### config.mk
export PLATFORM = sky130hd
export DESIGN_NAME = rms_sequencer
export DESIGN_NICKNAME = d
export VERILOG_FILES = /design/src/include/rms_pkg.sv /design/src/logic/rms_sequencer.sv
export SDC_FILE = /design/constraint.sdc
export NUM_CORES = 1
export LEC_CHECK = 0
export BUFFER_PORTS_ARGS = -buffer_cell sky130_fd_sc_hd__buf_2
export CELL_PAD_IN_SITES_DETAIL_PLACEMENT = 1
export CELL_PAD_IN_SITES_GLOBAL_PLACEMENT = 2
export CORE_MARGIN = 10
export CORE_UTILIZATION = 42
export CTS_CLUSTER_DIAMETER = 30
export DETAILED_ROUTE_END_ITERATION = 6
export HOLD_SLACK_MARGIN = 0.03
export PLACE_DENSITY_LB_ADDON = 0.1
export SYNTH_ARGS = -nofsm -noshare
export SYNTH_HDL_FRONTEND = slang
export SYNTH_SLANG_ARGS = --single-unit
### constraint.sdc
create_clock -name ref_clk -period 4.2 [get_ports ref_clk]
set_input_delay 0.63 -clock ref_clk [delete_from_list [all_inputs] [get_ports ref_clk]]
set_output_delay 0.63 -clock ref_clk [all_outputs]
set_load 0.03 [all_outputs]
### src/include/rms_pkg.sv
// Constants and types of the radar mode sequencer
package rms_pkg;
  // Controller clock
  localparam int CLK_MHZ = 40;
  // Times in their own units
  localparam int STEP_NS       = 100;
  localparam int SETTLE_BB_MS  = 5;
  localparam int PLL_SETTLE_US = 20;
  localparam int DET_SETTLE_MS = 50;
  localparam int WAKE_PULSE_NS = 1600;
  localparam int EXT_CLK_KHZ   = 9600;
  // Derived cycle counts (least times round up)
  localparam int STEP_CYC = (STEP_NS * CLK_MHZ + 999) / 1000;
  localparam int BB_CYC   = SETTLE_BB_MS * 1000 * CLK_MHZ;
  localparam int PLLS_CYC = PLL_SETTLE_US * CLK_MHZ;
  localparam int DET_CYC  = DET_SETTLE_MS * 1000 * CLK_MHZ;
  localparam int WAKE_CYC = WAKE_PULSE_NS * CLK_MHZ / 1000;
  // External clock half period: 40 MHz cannot make 9.6 MHz exactly
  localparam int EXTH_CYC = (CLK_MHZ * 1000) / (2 * EXT_CLK_KHZ);
  // Extra external clocks after disable request (16 to 32)
  localparam logic [5:0] EXT_TAIL = 6'h14;
  // Direct control words
  localparam logic [15:0] A_OFF      = 16'h0000;
  localparam logic [15:0] A_SLEEP    = 16'h0900;
  localparam logic [15:0] A_VCO      = 16'h391f;
  localparam logic [15:0] A_PLL      = 16'h3f1f;
  localparam logic [15:0] A_AMP      = 16'h3f3f;
  localparam logic [15:0] A_PLLOFF   = 16'h393f;
  localparam logic [15:0] A_INITAMP  = 16'h373f;
  localparam logic [15:0] A_INITNOA  = 16'h371f;
  localparam logic [15:0] A_INITNOP  = 16'h311f;
  localparam logic [15:0] B_OFF      = 16'h0000;
  localparam logic [15:0] B_INITSMP  = 16'h1037;
  localparam logic [15:0] B_DIV      = 16'h1092;
  localparam logic [15:0] B_SAMPLE   = 16'h1093;
  localparam logic [15:0] B_NODIV    = 16'h0092;
  localparam logic [15:0] B_CW       = 16'h10b3;
  // Bit positions inside direct_ctrl_a / direct_ctrl_b
  localparam int A_PLL_ACTIVE = 9;
  localparam int A_CLK_GATE   = 10;
  localparam int B_DET_ON     = 7;
  // Mode select input codes
  localparam logic [1:0] MS_EXTCLK = 2'h2;
  localparam logic [1:0] MS_NOCLK  = 2'h3;
  // Default lookup of delay fields (cycles)
  localparam logic [31:0] VCO_LUT_DEF  = {16'd80, 16'd40};
  localparam logic [63:0] AMP_LUT_DEF  = {16'd160, 16'd80, 16'd40, 16'd20};
  localparam logic [63:0] ON_LUT_DEF   = {16'd800, 16'd400, 16'd200, 16'd100};
  localparam logic [95:0] REP_LUT_DEF  =
    {24'd80000, 24'd40000, 24'd20000, 24'd10000};
  // Operating modes
  typedef enum logic [1:0] {
    RMS_MODE_PULSED = 2'h0,
    RMS_MODE_CW     = 2'h1,
    RMS_MODE_SPI    = 2'h2
  } rms_mode_t;
  // Sequencer states, one-hot
  typedef enum logic [12:0] {
    S_IDLE    = 13'h0001,
    S_INIT    = 13'h0002,
    S_BBWAIT  = 13'h0004,
    S_PINIT   = 13'h0008,
    S_SLEEP   = 13'h0010,
    S_VCO     = 13'h0020,
    S_LOCK    = 13'h0040,
    S_AMP     = 13'h0080,
    S_SAMPLE  = 13'h0100,
    S_SHUT    = 13'h0200,
    S_CW      = 13'h0400,
    S_SPI     = 13'h0800,
    S_DONE    = 13'h1000
  } rms_state_t;
endpackage

### src/logic/rms_sequencer.sv
// Radar mode sequencer driving the two direct control registers
`timescale 1ns/10ps
// Behaviour
// - Init: amplifier on, wait amp delay, enable sampling.
// - Init waits 5 ms baseband settling, then ends if CW.
// - Pulsed init: detector on, sampling off, then amplifier off 100 ns later.
// - Pulsed init waits 20 us with PLL running before PLL off.
// - Pulsed init ends with 0x311F, 0x0092, 0x0900, 100 ns apart.
// - Pulsed mode starts with a full sleep phase.
// - Active phase writes 0x391F then 0x1092.
// - Wait vco_to_pll_delay, then write 0x3F1F.
// - After lock: 0x3F3F, wait amp delay, 0x1093.
// - Sample for the pulse_on_length on-time.
// - Shutdown writes five words, 100 ns apart.
// - Repetition period runs from active start to active start.
// - Default lookup gives 500 us period, 5 us on-time.
// - PLL clock gate always equals PLL active.
// - External register access stalls the sequencer and its delay counter; repetition and wakeup counters run.
// - Wakeup lasts 1.6 us; fully covered wakeup skips one phase.
// - Detector output held inactive 50 ms after enable.
// - CW: write 0x10B3 then stay inactive.
// - SPI mode: write 0x0000 to direct_ctrl_b, then inactive.
// - SPI mode: external clock on for code 10, off for 11.
// - start_pulsed launches pulsed; clock disable gives extra clocks.
// - Each direct register write takes one 100 ns step, except start_pulsed, which writes both registers in the same cycle.
// - Sequencer halts while chip select is low.
module rms_sequencer
  import rms_pkg::*;
#(
  parameter logic [31:0] VCO_LUT = VCO_LUT_DEF,
  parameter logic [63:0] AMP_LUT = AMP_LUT_DEF,
  parameter logic [63:0] ON_LUT  = ON_LUT_DEF,
  parameter logic [95:0] REP_LUT = REP_LUT_DEF,
  parameter int          BB_CNT  = BB_CYC,
  parameter int          DET_CNT = DET_CYC
) (
  input  wire logic        ref_clk,           // Controller clock
  input  wire logic        rstn,              // Async reset, low
  input  wire logic [1:0]  mode_select_input, // Mode select pin code
  input  wire logic        mode_valid,        // Mode code has been read
  input  wire logic        pll_lock,          // PLL lock detect
  input  wire logic        spi_cs_n,          // External chip select
  input  wire logic        reg_busy,          // External access pending
  input  wire logic        start_pulsed,      // Launch pulsed from SPI
  input  wire logic        ext_clock_disable, // Stop external clock
  input  wire logic [11:0] timing_cfg,        // Timing field register
  output logic [15:0]      direct_ctrl_a,     // Direct control A
  output logic [15:0]      direct_ctrl_b,     // Direct control B
  output logic             ext_clk,           // External clock out
  output logic             detect_allowed,    // Detector output enable
  output logic             init_done          // Init sequence left
);

  // Table lookup of delay fields
  function automatic logic [23:0] lut16(input logic [63:0] t,
                                        input logic [1:0] i);
    lut16 = {8'h00, t[i*16 +: 16]};
  endfunction

  // Synchronised pins
  logic [1:0] cs_s, busy_s, lock_s, start_s, dis_s;
  logic [1:0] ms0, ms1;
  logic       halt;
  rms_state_t state, next_state;
  rms_mode_t  mode, next_mode;
  logic [15:0] next_a, next_b;
  logic [2:0]  step, next_step;
  logic [23:0] cnt, next_cnt;
  logic [23:0] rep, next_rep;
  logic [6:0]  wake, next_wake;
  logic        wake_seen, next_wake_seen;
  logic        next_done;

  // Two flip-flop synchronisers
  always_ff @(posedge ref_clk or negedge rstn) begin
    if (!rstn) begin
      cs_s    <= 2'h3;
      busy_s  <= 2'h0;
      lock_s  <= 2'h0;
      start_s <= 2'h0;
      dis_s   <= 2'h0;
      ms0     <= 2'h0;
      ms1     <= 2'h0;
    end else begin
      cs_s    <= {cs_s[0], spi_cs_n};
      busy_s  <= {busy_s[0], reg_busy};
      lock_s  <= {lock_s[0], pll_lock};
      start_s <= {start_s[0], start_pulsed};
      dis_s   <= {dis_s[0], ext_clock_disable};
      ms0     <= mode_select_input;
      ms1     <= ms0;
    end
  end

  assign halt = !cs_s[1] || busy_s[1];

  // Sequencer next values
  always_comb begin
    next_state     = state;
    next_mode      = mode;
    next_a         = direct_ctrl_a;
    next_b         = direct_ctrl_b;
    next_step      = step;
    // Delay counter freezes while halted
    next_cnt       = (!halt && cnt != 24'h0) ? cnt - 24'h1 : cnt;
    next_done      = init_done;
    // Wakeup counter runs free of the stall and of the active phase
    next_rep       = (rep != 24'h0) ? rep - 24'h1 : rep;
    next_wake      = (wake != 7'h0) ? wake - 7'h1 : wake;
    next_wake_seen = wake_seen;
    if (rep == 24'h1) begin
      next_rep  = REP_LUT[timing_cfg[11:10]*24 +: 24];
      next_wake = 7'(WAKE_CYC);
      next_wake_seen = 1'b0;
    end
    if (!halt && cnt == 24'h0) begin
      case (state)
        S_IDLE: if (mode_valid) begin
          if (ms1[1]) begin
            next_mode  = RMS_MODE_SPI;
            next_state = S_SPI;
          end else begin
            next_mode  = ms1[0] ? RMS_MODE_CW : RMS_MODE_PULSED;
            next_state = S_INIT;
          end
        end
        S_INIT: begin
          next_step = step + 3'h1;
          next_cnt  = 24'(STEP_CYC - 1);
          case (step)
            3'h0: next_a = A_INITAMP;
            3'h1: next_cnt = lut16(AMP_LUT, timing_cfg[5:4]);
            default: begin
              next_b     = B_INITSMP;
              next_cnt   = 24'(BB_CNT);
              next_step  = 3'h0;
              next_state = S_BBWAIT;
            end
          endcase
        end
        S_BBWAIT: begin
          next_state = (mode == RMS_MODE_CW) ? S_CW : S_PINIT;
        end
        S_PINIT: begin
          next_step = step + 3'h1;
          next_cnt  = 24'(STEP_CYC - 1);
          case (step)
            3'h0: next_b = B_DIV;
            3'h1: begin
              next_a   = A_INITNOA;
              next_cnt = 24'(PLLS_CYC);
            end
            3'h2: next_a = A_INITNOP;
            3'h3: next_b = B_NODIV;
            default: begin
              next_a     = A_SLEEP;
              next_done  = 1'b1;
              next_step  = 3'h0;
              next_state = S_SLEEP;
              next_rep   = REP_LUT[timing_cfg[11:10]*24 +: 24];
            end
          endcase
        end
        S_SLEEP: if (wake != 7'h0 && !wake_seen) begin
          next_wake_seen = 1'b1;
          next_a         = A_VCO;
          next_cnt       = 24'(STEP_CYC - 1);
          next_state     = S_VCO;
        end
        S_VCO: begin
          next_step = step + 3'h1;
          case (step)
            3'h0: begin
              next_b   = B_DIV;
              next_cnt = 24'(VCO_LUT[timing_cfg[6]*16 +: 16]);
            end
            default: begin
              next_a     = A_PLL;
              next_step  = 3'h0;
              next_state = S_LOCK;
            end
          endcase
        end
        S_LOCK: if (lock_s[1]) begin
          next_a     = A_AMP;
          next_cnt   = lut16(AMP_LUT, timing_cfg[5:4]);
          next_state = S_AMP;
        end
        S_AMP: begin
          next_b     = B_SAMPLE;
          next_cnt   = lut16(ON_LUT, timing_cfg[9:8]);
          next_state = S_SAMPLE;
        end
        S_SAMPLE: begin
          next_b     = B_DIV;
          next_cnt   = 24'(STEP_CYC - 1);
          next_step  = 3'h0;
          next_state = S_SHUT;
        end
        S_SHUT: begin
          next_step = step + 3'h1;
          next_cnt  = 24'(STEP_CYC - 1);
          case (step)
            3'h0: next_a = A_PLLOFF;
            3'h1: next_a = A_VCO;
            3'h2: next_b = B_NODIV;
            default: begin
              next_a     = A_SLEEP;
              next_step  = 3'h0;
              next_state = S_SLEEP;
            end
          endcase
        end
        S_CW: begin
          next_b     = B_CW;
          next_done  = 1'b1;
          next_state = S_DONE;
        end
        S_SPI: begin
          next_a    = A_OFF;
          next_b    = B_OFF;
          next_done = 1'b1;
          if (start_s[1]) begin
            next_mode  = RMS_MODE_PULSED;
            next_b     = B_NODIV;
            next_a     = A_SLEEP;
            next_state = S_SLEEP;
            next_rep   = REP_LUT[timing_cfg[11:10]*24 +: 24];
          end
        end
        S_DONE: next_state = S_DONE;
        default: next_state = S_IDLE;
      endcase
    end
  end

  // Sequencer registers
  always_ff @(posedge ref_clk or negedge rstn) begin
    if (!rstn) begin
      state         <= S_IDLE;
      mode          <= RMS_MODE_PULSED;
      direct_ctrl_a <= A_OFF;
      direct_ctrl_b <= B_OFF;
      step          <= 3'h0;
      cnt           <= 24'h0;
      rep           <= 24'h0;
      wake          <= 7'h0;
      wake_seen     <= 1'b0;
      init_done     <= 1'b0;
    end else begin
      state         <= next_state;
      mode          <= next_mode;
      direct_ctrl_a <= next_a;
      direct_ctrl_b <= next_b;
      step          <= next_step;
      cnt           <= next_cnt;
      rep           <= next_rep;
      wake          <= next_wake;
      wake_seen     <= next_wake_seen;
      init_done     <= next_done;
    end
  end

  // Detector settle timer and external clock divider
  logic [21:0] det_cnt, next_det_cnt;
  logic        next_allowed;
  logic [2:0]  div, next_div;
  logic        next_ext;
  logic        clk_on, next_clk_on;
  logic [5:0]  tail, next_tail;
  always_comb begin
    next_det_cnt = det_cnt;
    next_allowed = detect_allowed;
    if (!direct_ctrl_b[B_DET_ON]) begin
      next_det_cnt = 22'(DET_CNT);
      next_allowed = 1'b0;
    end else if (det_cnt != 22'h0) begin
      next_det_cnt = det_cnt - 22'h1;
    end else begin
      next_allowed = 1'b1;
    end
    next_clk_on = clk_on;
    next_tail   = tail;
    if (mode == RMS_MODE_SPI && ms1 == MS_EXTCLK && tail == 6'h0) begin
      next_clk_on = 1'b1;
    end
    if (ms1 == MS_NOCLK) begin
      next_clk_on = 1'b0;
    end
    if (clk_on && dis_s[1] && tail == 6'h0) begin
      next_tail = EXT_TAIL;
    end
    next_div = div;
    next_ext = ext_clk;
    if (clk_on) begin
      next_div = (div == 3'(EXTH_CYC - 1)) ? 3'h0 : div + 3'h1;
      if (div == 3'(EXTH_CYC - 1)) begin
        next_ext = !ext_clk;
        if (ext_clk && tail != 6'h0) begin
          next_tail = tail - 6'h1;
          if (tail == 6'h1) begin
            next_clk_on = 1'b0;
            next_tail   = 6'h3f;
          end
        end
      end
    end else begin
      next_ext = 1'b0;
    end
  end

  // Detector and clock registers
  always_ff @(posedge ref_clk or negedge rstn) begin
    if (!rstn) begin
      det_cnt        <= 22'h0;
      detect_allowed <= 1'b0;
      div            <= 3'h0;
      ext_clk        <= 1'b0;
      clk_on         <= 1'b0;
      tail           <= 6'h0;
    end else begin
      det_cnt        <= next_det_cnt;
      detect_allowed <= next_allowed;
      div            <= next_div;
      ext_clk        <= next_ext;
      clk_on         <= next_clk_on;
      tail           <= next_tail;
    end
  end

endmodule

==> results of run 1 <==
[cell usage in the layout (no fill, tap or decap), drive strengths merged, types with 14 or more instances in the layout]
master and count:
xnor2 34, inv 28, xor2 31, o21ai 34
nor3 36, a21oi 46, mux2i 14, dfrtp 131
or3 19, nor2 68, mux2 18, nor4 29
nand3 30, nand2 66, buf 51, ha 23
clkbuf 18
[cells by family after synthesis]
family                     Yosys count  share of synthesized area
adders and majority gates           23                     0.0367
other                                1                   0.000478
AOI/OAI and AO/OA                  143                      0.120
muxes                               32                     0.0471
DFF                                134                      0.428
buffers and inverters               78                     0.0491
and+or+nand+nor                    350                      0.246
xor gates and xnor gates            65                     0.0726
[metrics by stage]
step / setup slack, ps / utilization / std cells / hold WS (ps)
2_1_floorplan: 1340 / - / 838 / 331
3_3_place_gp: 873 / 0.452 / 1068 / 333
3_5_place_dp: 749 / 0.452 / 1068 / 336
4_1_cts: 648 / 0.482 / 1099 / 168
5_1_grt: 449 / 0.482 / 1099 / 187
6_report: 694 / 0.482 / 1099 / 157
[worst max path at each step]
| stage | endpoint | depth (start not counted) | start | slack (ps) |
|---|---|---|---|---|
| finish | state[3]$_DFFE_PN0P_ | 7 | cnt[10]$_DFF_PN0_ | 690 |
| CTS | state[3]$_DFFE_PN0P_ | 7 | cnt[10]$_DFF_PN0_ | 650 |
| detailed placement | state[8]$_DFFE_PN0P_ | 7 | cnt[10]$_DFF_PN0_ | 750 |
| global placement | state[10]$_DFFE_PN0P_ | 7 | cnt[10]$_DFF_PN0_ | 870 |
| global route | state[8]$_DFFE_PN0P_ | 7 | cnt[10]$_DFF_PN0_ | 450 |
| floorplan | state[10]$_DFFE_PN0P_ | 8 | cnt[18]$_DFF_PN0_ | 1340 |
[power by group through the flow]
stage	combinational [mW]	sequential, mW	clock [mW]
floorplan	0.231	1.45	0
global placement	0.308	1.46	0
detailed placement	0.323	1.46	0
CTS	0.325	1.44	1.43
global route	0.370	1.46	1.49
finish	0.319	1.44	1.39
[final cells by class]
cell class                 count  area (um^2)  area share
inverter                      28          105      0.0120
clock inverter                13          110      0.0126
clock buffer                  18          439      0.0502
multi-input combinational    626         4140       0.474
tap                          229          287      0.0328
timing repair buffer          51          307      0.0350
sequential                   134         3360       0.384
[flip-flops by register name, indices dropped and copies added (netlist names), 3 cells and up]
signal,cells
direct_ctrl_a,5
direct_ctrl_b,6
state,13
div,3
det_cnt,22
rep,24
step,3
wake,7
tail,6
cnt,24
[metal layers]
metal,up-vias,wire length [um],global-route usage
met5,-,0,0
li1,3008,-,-
met1,3157,9250,0.218
met4,0,310,0.0584
met3,21,675,0.0302
met2,87,10300,0.296
==> results.cfg, run 1 <==
[synthesis]
synth-seq-cells = 134
synthCells = 826
netlist_top_cells_area = dfrtp_1 (42%), xnor2_1 (3.8%), ha_1 (3.7%)
ys.flop_type = dfrtp_1
avgSynthCellArea_um2 = 9.49
async_flop_share = 1.00
yosysUniqueCellTypes = 78
synthTopCellsByCount = dfrtp_1 (131), nor2_1 (68), nand2_1 (66)
yosys.area.top_type = dfrtp_1
yosys_warnings = 0
synth_edf_count = 0
ys_seq_area_frac = 0.428
netlist_area_um2 = 7840
yosysMostFrequentCell = dfrtp_1
synth_top_area_frac = 0.418

[setup_path]
endpoint_kind = flip-flop
crit_path_cell_trace = nor4_1, nand4_1, nor3_4, buf_4, o21ai_1, or4_1, mux2_4
r2r_start = cnt[10]$_DFF_PN0_
critPathMaxFanout = 13
crit_buf_inv = 1
max_stage_delay_ps = 890
crit_family = simple AND/OR/NAND/NOR gates
timing.reg2reg.setup_slack_ps = 690
crit_required_ps = 4500
arrival_ps = 3800
rr_worst_depth = 7
critPathSlowestCell = or4_1
start_kind = flip-flop
critPathKind = reg -> reg
r2r-end = state[3]$_DFFE_PN0P_

[sta]
max_slew_margin = 0.223
tns_ps = 0
setup_viol = 0
rsz0062_at_grt = no
fin_crit_ps = 3510
clock_skew_ps = 7.61
fmax_ghz = 0.285
final-hold-violation-count = 0
fin_crit_sh = 0.835
slew_viol_final = 0
worstMarginPinSlew_ps = 1150

[pwr]
power.density_nw_per_um2 = 360
p_seq_frac = 0.458
clock_power_share = 0.440
power_leakage_nw = 3.89
swShare = 0.267
peakVddDrop_uv = 267
p_comb_frac = 0.101
power_mw = 3.15
power.internal_mw = 2.31
p_sw_mw = 0.841

[detailed_routing]
wire_per_inst_um = 18.7
viasPerCell = 5.71
drt_wl_total_um = 20600
drt_iter0_markers = 264
drc = 0
first_pass_iters = 4
vias = 6273
ant_nets = 0

[clock_network]
cts_tree = yes
cts_setup_buffers = 0
cts-root-buf = clkbuf_16
h-tree-depth = 4
cts_hold_buf = 0
ctsResizeCount = 0
cts_made_buffers = 17
cts_buffer_depth = 2
clk_pin_slew_worst_paths_ps = 60
clk_latency_ps = 420
cts.sinks = 134

[layout]
fill_cells = 2119
drive_gt1_frac = 0.147
syn_to_final_growth_pct = 11.6
diodes = 0
fin_nets = 903
fin_area_um2 = 8750

[floorplanning]
die_h_um = 157
dieArea_um2 = 24500
coreArea_um2 = 18100
initial_utilization = 0.432
io_pins = 57
die_w_um = 157
placementRows = 49

[hold_path]
hold_path.class = in -> async

[global_routing]
grt_use_total = 0.174
grt_pass1_vias = 6738
overflow = 0
grt_max_degree = 82
grt_first_pass_wirelength_um = 34800
antenna_found_initial = 0

[place]
numPortBuffers = 38
dpl-instance-area_um2 = 8200
hpwl_um = 15100
gp_congestion = 0.884

[flow_run]
maxCapViolations = 0

[outcome]
status = completed
No activity file was read; power rests on OpenSTA's default activity.
==> run 2: changes to the inputs <==
--- a/config.mk
+++ b/config.mk
@@ -9,7 +9,7 @@
 export CELL_PAD_IN_SITES_DETAIL_PLACEMENT = 1
 export CELL_PAD_IN_SITES_GLOBAL_PLACEMENT = 2
 export CORE_MARGIN = 10
-export CORE_UTILIZATION = 42
+export CORE_UTILIZATION = 35
 export CTS_CLUSTER_DIAMETER = 30
 export DETAILED_ROUTE_END_ITERATION = 6
 export HOLD_SLACK_MARGIN = 0.03
==> constraint.sdc (replaced) <==
create_clock -name ref_clk -period 3.1 [get_ports ref_clk]
set_input_delay 0.465 -clock ref_clk [delete_from_list [all_inputs] [get_ports ref_clk]]
set_output_delay 0.465 -clock ref_clk [all_outputs]
set_load 0.03 [all_outputs]
==> run 2 against run 1 <==
Against the previous run: cell area grew 4.0%; power grew 42%; clock skew grew 5.2 ps; wire length grew 6.9%; final cell count grew 7.6%; critical path type unchanged; critical endpoint is now direct_ctrl_a[12]$_DFFE_PN0P_.
==> results.cfg, run 2 (same netlist as run 1, synthesis figures left out) <==
[setup_path]
crit_required_ps = 3400
arrival_ps = 3200
critPathMaxFanout = 5
worstSetupEndpoint = direct_ctrl_a[12]$_DFFE_PN0P_
crit_path_cell_trace = or4_4, or2_2, or4_4, nor4_4, nand2_1, mux2_2
crit_family = simple AND/OR/NAND/NOR gates
r2r_start = cnt[18]$_DFF_PN0_
crit_buf_inv = 0
timing.reg2reg.setup_slack_ps = 200
critPathKind = reg -> reg
cp.depth = 6
r2r-end = direct_ctrl_a[12]$_DFFE_PN0P_
crit_path_start = cnt[18]$_DFF_PN0_
crit_path_frequent_cell = or4_4
endpoint_kind = flip-flop
rr_worst_depth = 6
start_kind = flip-flop
max_stage_delay_ps = 580
critPathSlowestCell = or4_4

[clock_network]
cts_buffer_depth = 2
cts_setup_buffers = 0
h-tree-depth = 4
clk_pin_slew_worst_paths_ps = 60
cts_tree = yes
cts.sinks = 134
cts_hold_buf = 0
cts-root-buf = clkbuf_16
cts_made_buffers = 17
clk_latency_ps = 420
ctsResizeCount = 0

[detailed_routing]
ant_nets = 0
drc = 0
vias = 6352
drt_iter0_markers = 310
wire_per_inst_um = 18.6
viasPerCell = 5.37
drt_wl_total_um = 22000
first_pass_iters = 5

[floorplanning]
placementRows = 54
dieArea_um2 = 28800
die_h_um = 170
initial_utilization = 0.357
coreArea_um2 = 22000
io_pins = 57
die_w_um = 170

[sta]
final-hold-violation-count = 0
tns_ps = 0
rsz0062_at_grt = no
worstMarginPinSlew_ps = 1120
setup_viol = 0
fmax_ghz = 0.345
clock_skew_ps = 12.8
slew_viol_final = 0
fin_crit_sh = 0.935
max_slew_margin = 0.249
fin_crit_ps = 2900

[global_routing]
antenna_found_initial = 0
overflow = 0
grt_first_pass_wirelength_um = 36400
grt_max_degree = 60
grt_use_total = 0.157
grt_pass1_vias = 6905

[layout]
top_regs = cnt: 24 flops, rep: 24 flops, det_cnt: 22 flops
drive_gt1_frac = 0.175
layout_commonest_cell = dfrtp_1
diodes = 0
fill_cells = 2505
most-common-layout-cells = dfrtp_1 (131), nor2_1 (68), nand2_1 (66)
fin_nets = 935
syn_to_final_growth_pct = 16.1

[place]
numPortBuffers = 38
gp_congestion = 0.901
hpwl_um = 16600

[outcome]
status = completed

[hold_path]
hold_path.class = in -> async

[pwr]
power_leakage_nw = 4.07
power_mw = 4.48
peakVddDrop_uv = 271
power.density_nw_per_um2 = 492

[flow_run]
maxCapViolations = 0
-- run 2: cell types whose count changed in the layout (fill, tap and decap cells not counted), sizes merged --
cell      change
buf          +32
bufinv        +2
clkbuf        +2
clkinv        -4
clkinvlp      -1
inv           +1
-- run 2: worst min path at each step --
stage | endpoint | slack, ps | start
floorplan | busy_s[0]$_DFF_PN0_ | 170 | rstn
global placement | ms1[1]$_DFF_PN0_ | 330 | ms0[1]$_DFF_PN0_
detailed placement | ms1[1]$_DFF_PN0_ | 340 | ms0[1]$_DFF_PN0_
CTS | wake[4]$_DFFE_PN0P_ | 40 | rstn
global route | wake[4]$_DFFE_PN0P_ | 50 | rstn
finish | wake[4]$_DFFE_PN0P_ | 20 | rstn
-- run 2: cell type report --
cell class / instances / area (um^2) / area share
clock buffers: 20 / 447 / 0.0491
clock inverters: 11 / 151 / 0.0166
inverters: 28 / 105 / 0.0115
multi-input cells: 626 / 4140 / 0.455
flip-flops and latches: 134 / 3360 / 0.369
well taps: 280 / 350 / 0.0385
repair buffers: 83 / 547 / 0.0601
-- run 2: per-layer routing --
layer  global-route usage  share of wire
met1                0.194           0.46
met2                0.272           0.50
met3               0.0300          0.027
met4               0.0435          0.011
met5                    0              0
-- run 2: power breakdown --
group	switching (mW)	total, mW	internal, mW	leakage (nW)
Sequential	0.107	1.96	1.85	1.67
Clock	0.790	2.08	1.29	0.279
Combinational	0.273	0.447	0.175	2.11
Total	1.17	4.48	3.31	4.07
-- run 2: through the flow --
| stage | util | setup slack (ps) | hold WS (ps) | instances | instance area (um^2) |
|---|---|---|---|---|---|
| after floorplan | - | 238 | 169 | 838 | 7890 |
| after global placement | 0.387 | 235 | 333 | 1151 | 8500 |
| after detailed placement | 0.387 | 178 | 336 | 1151 | 8500 |
| after CTS | 0.414 | 177 | 36.8 | 1182 | 9100 |
| after global routing | 0.414 | 37.2 | 51.4 | 1182 | 9100 |
| final | 0.414 | 203 | 16.2 | 1182 | 9100 |
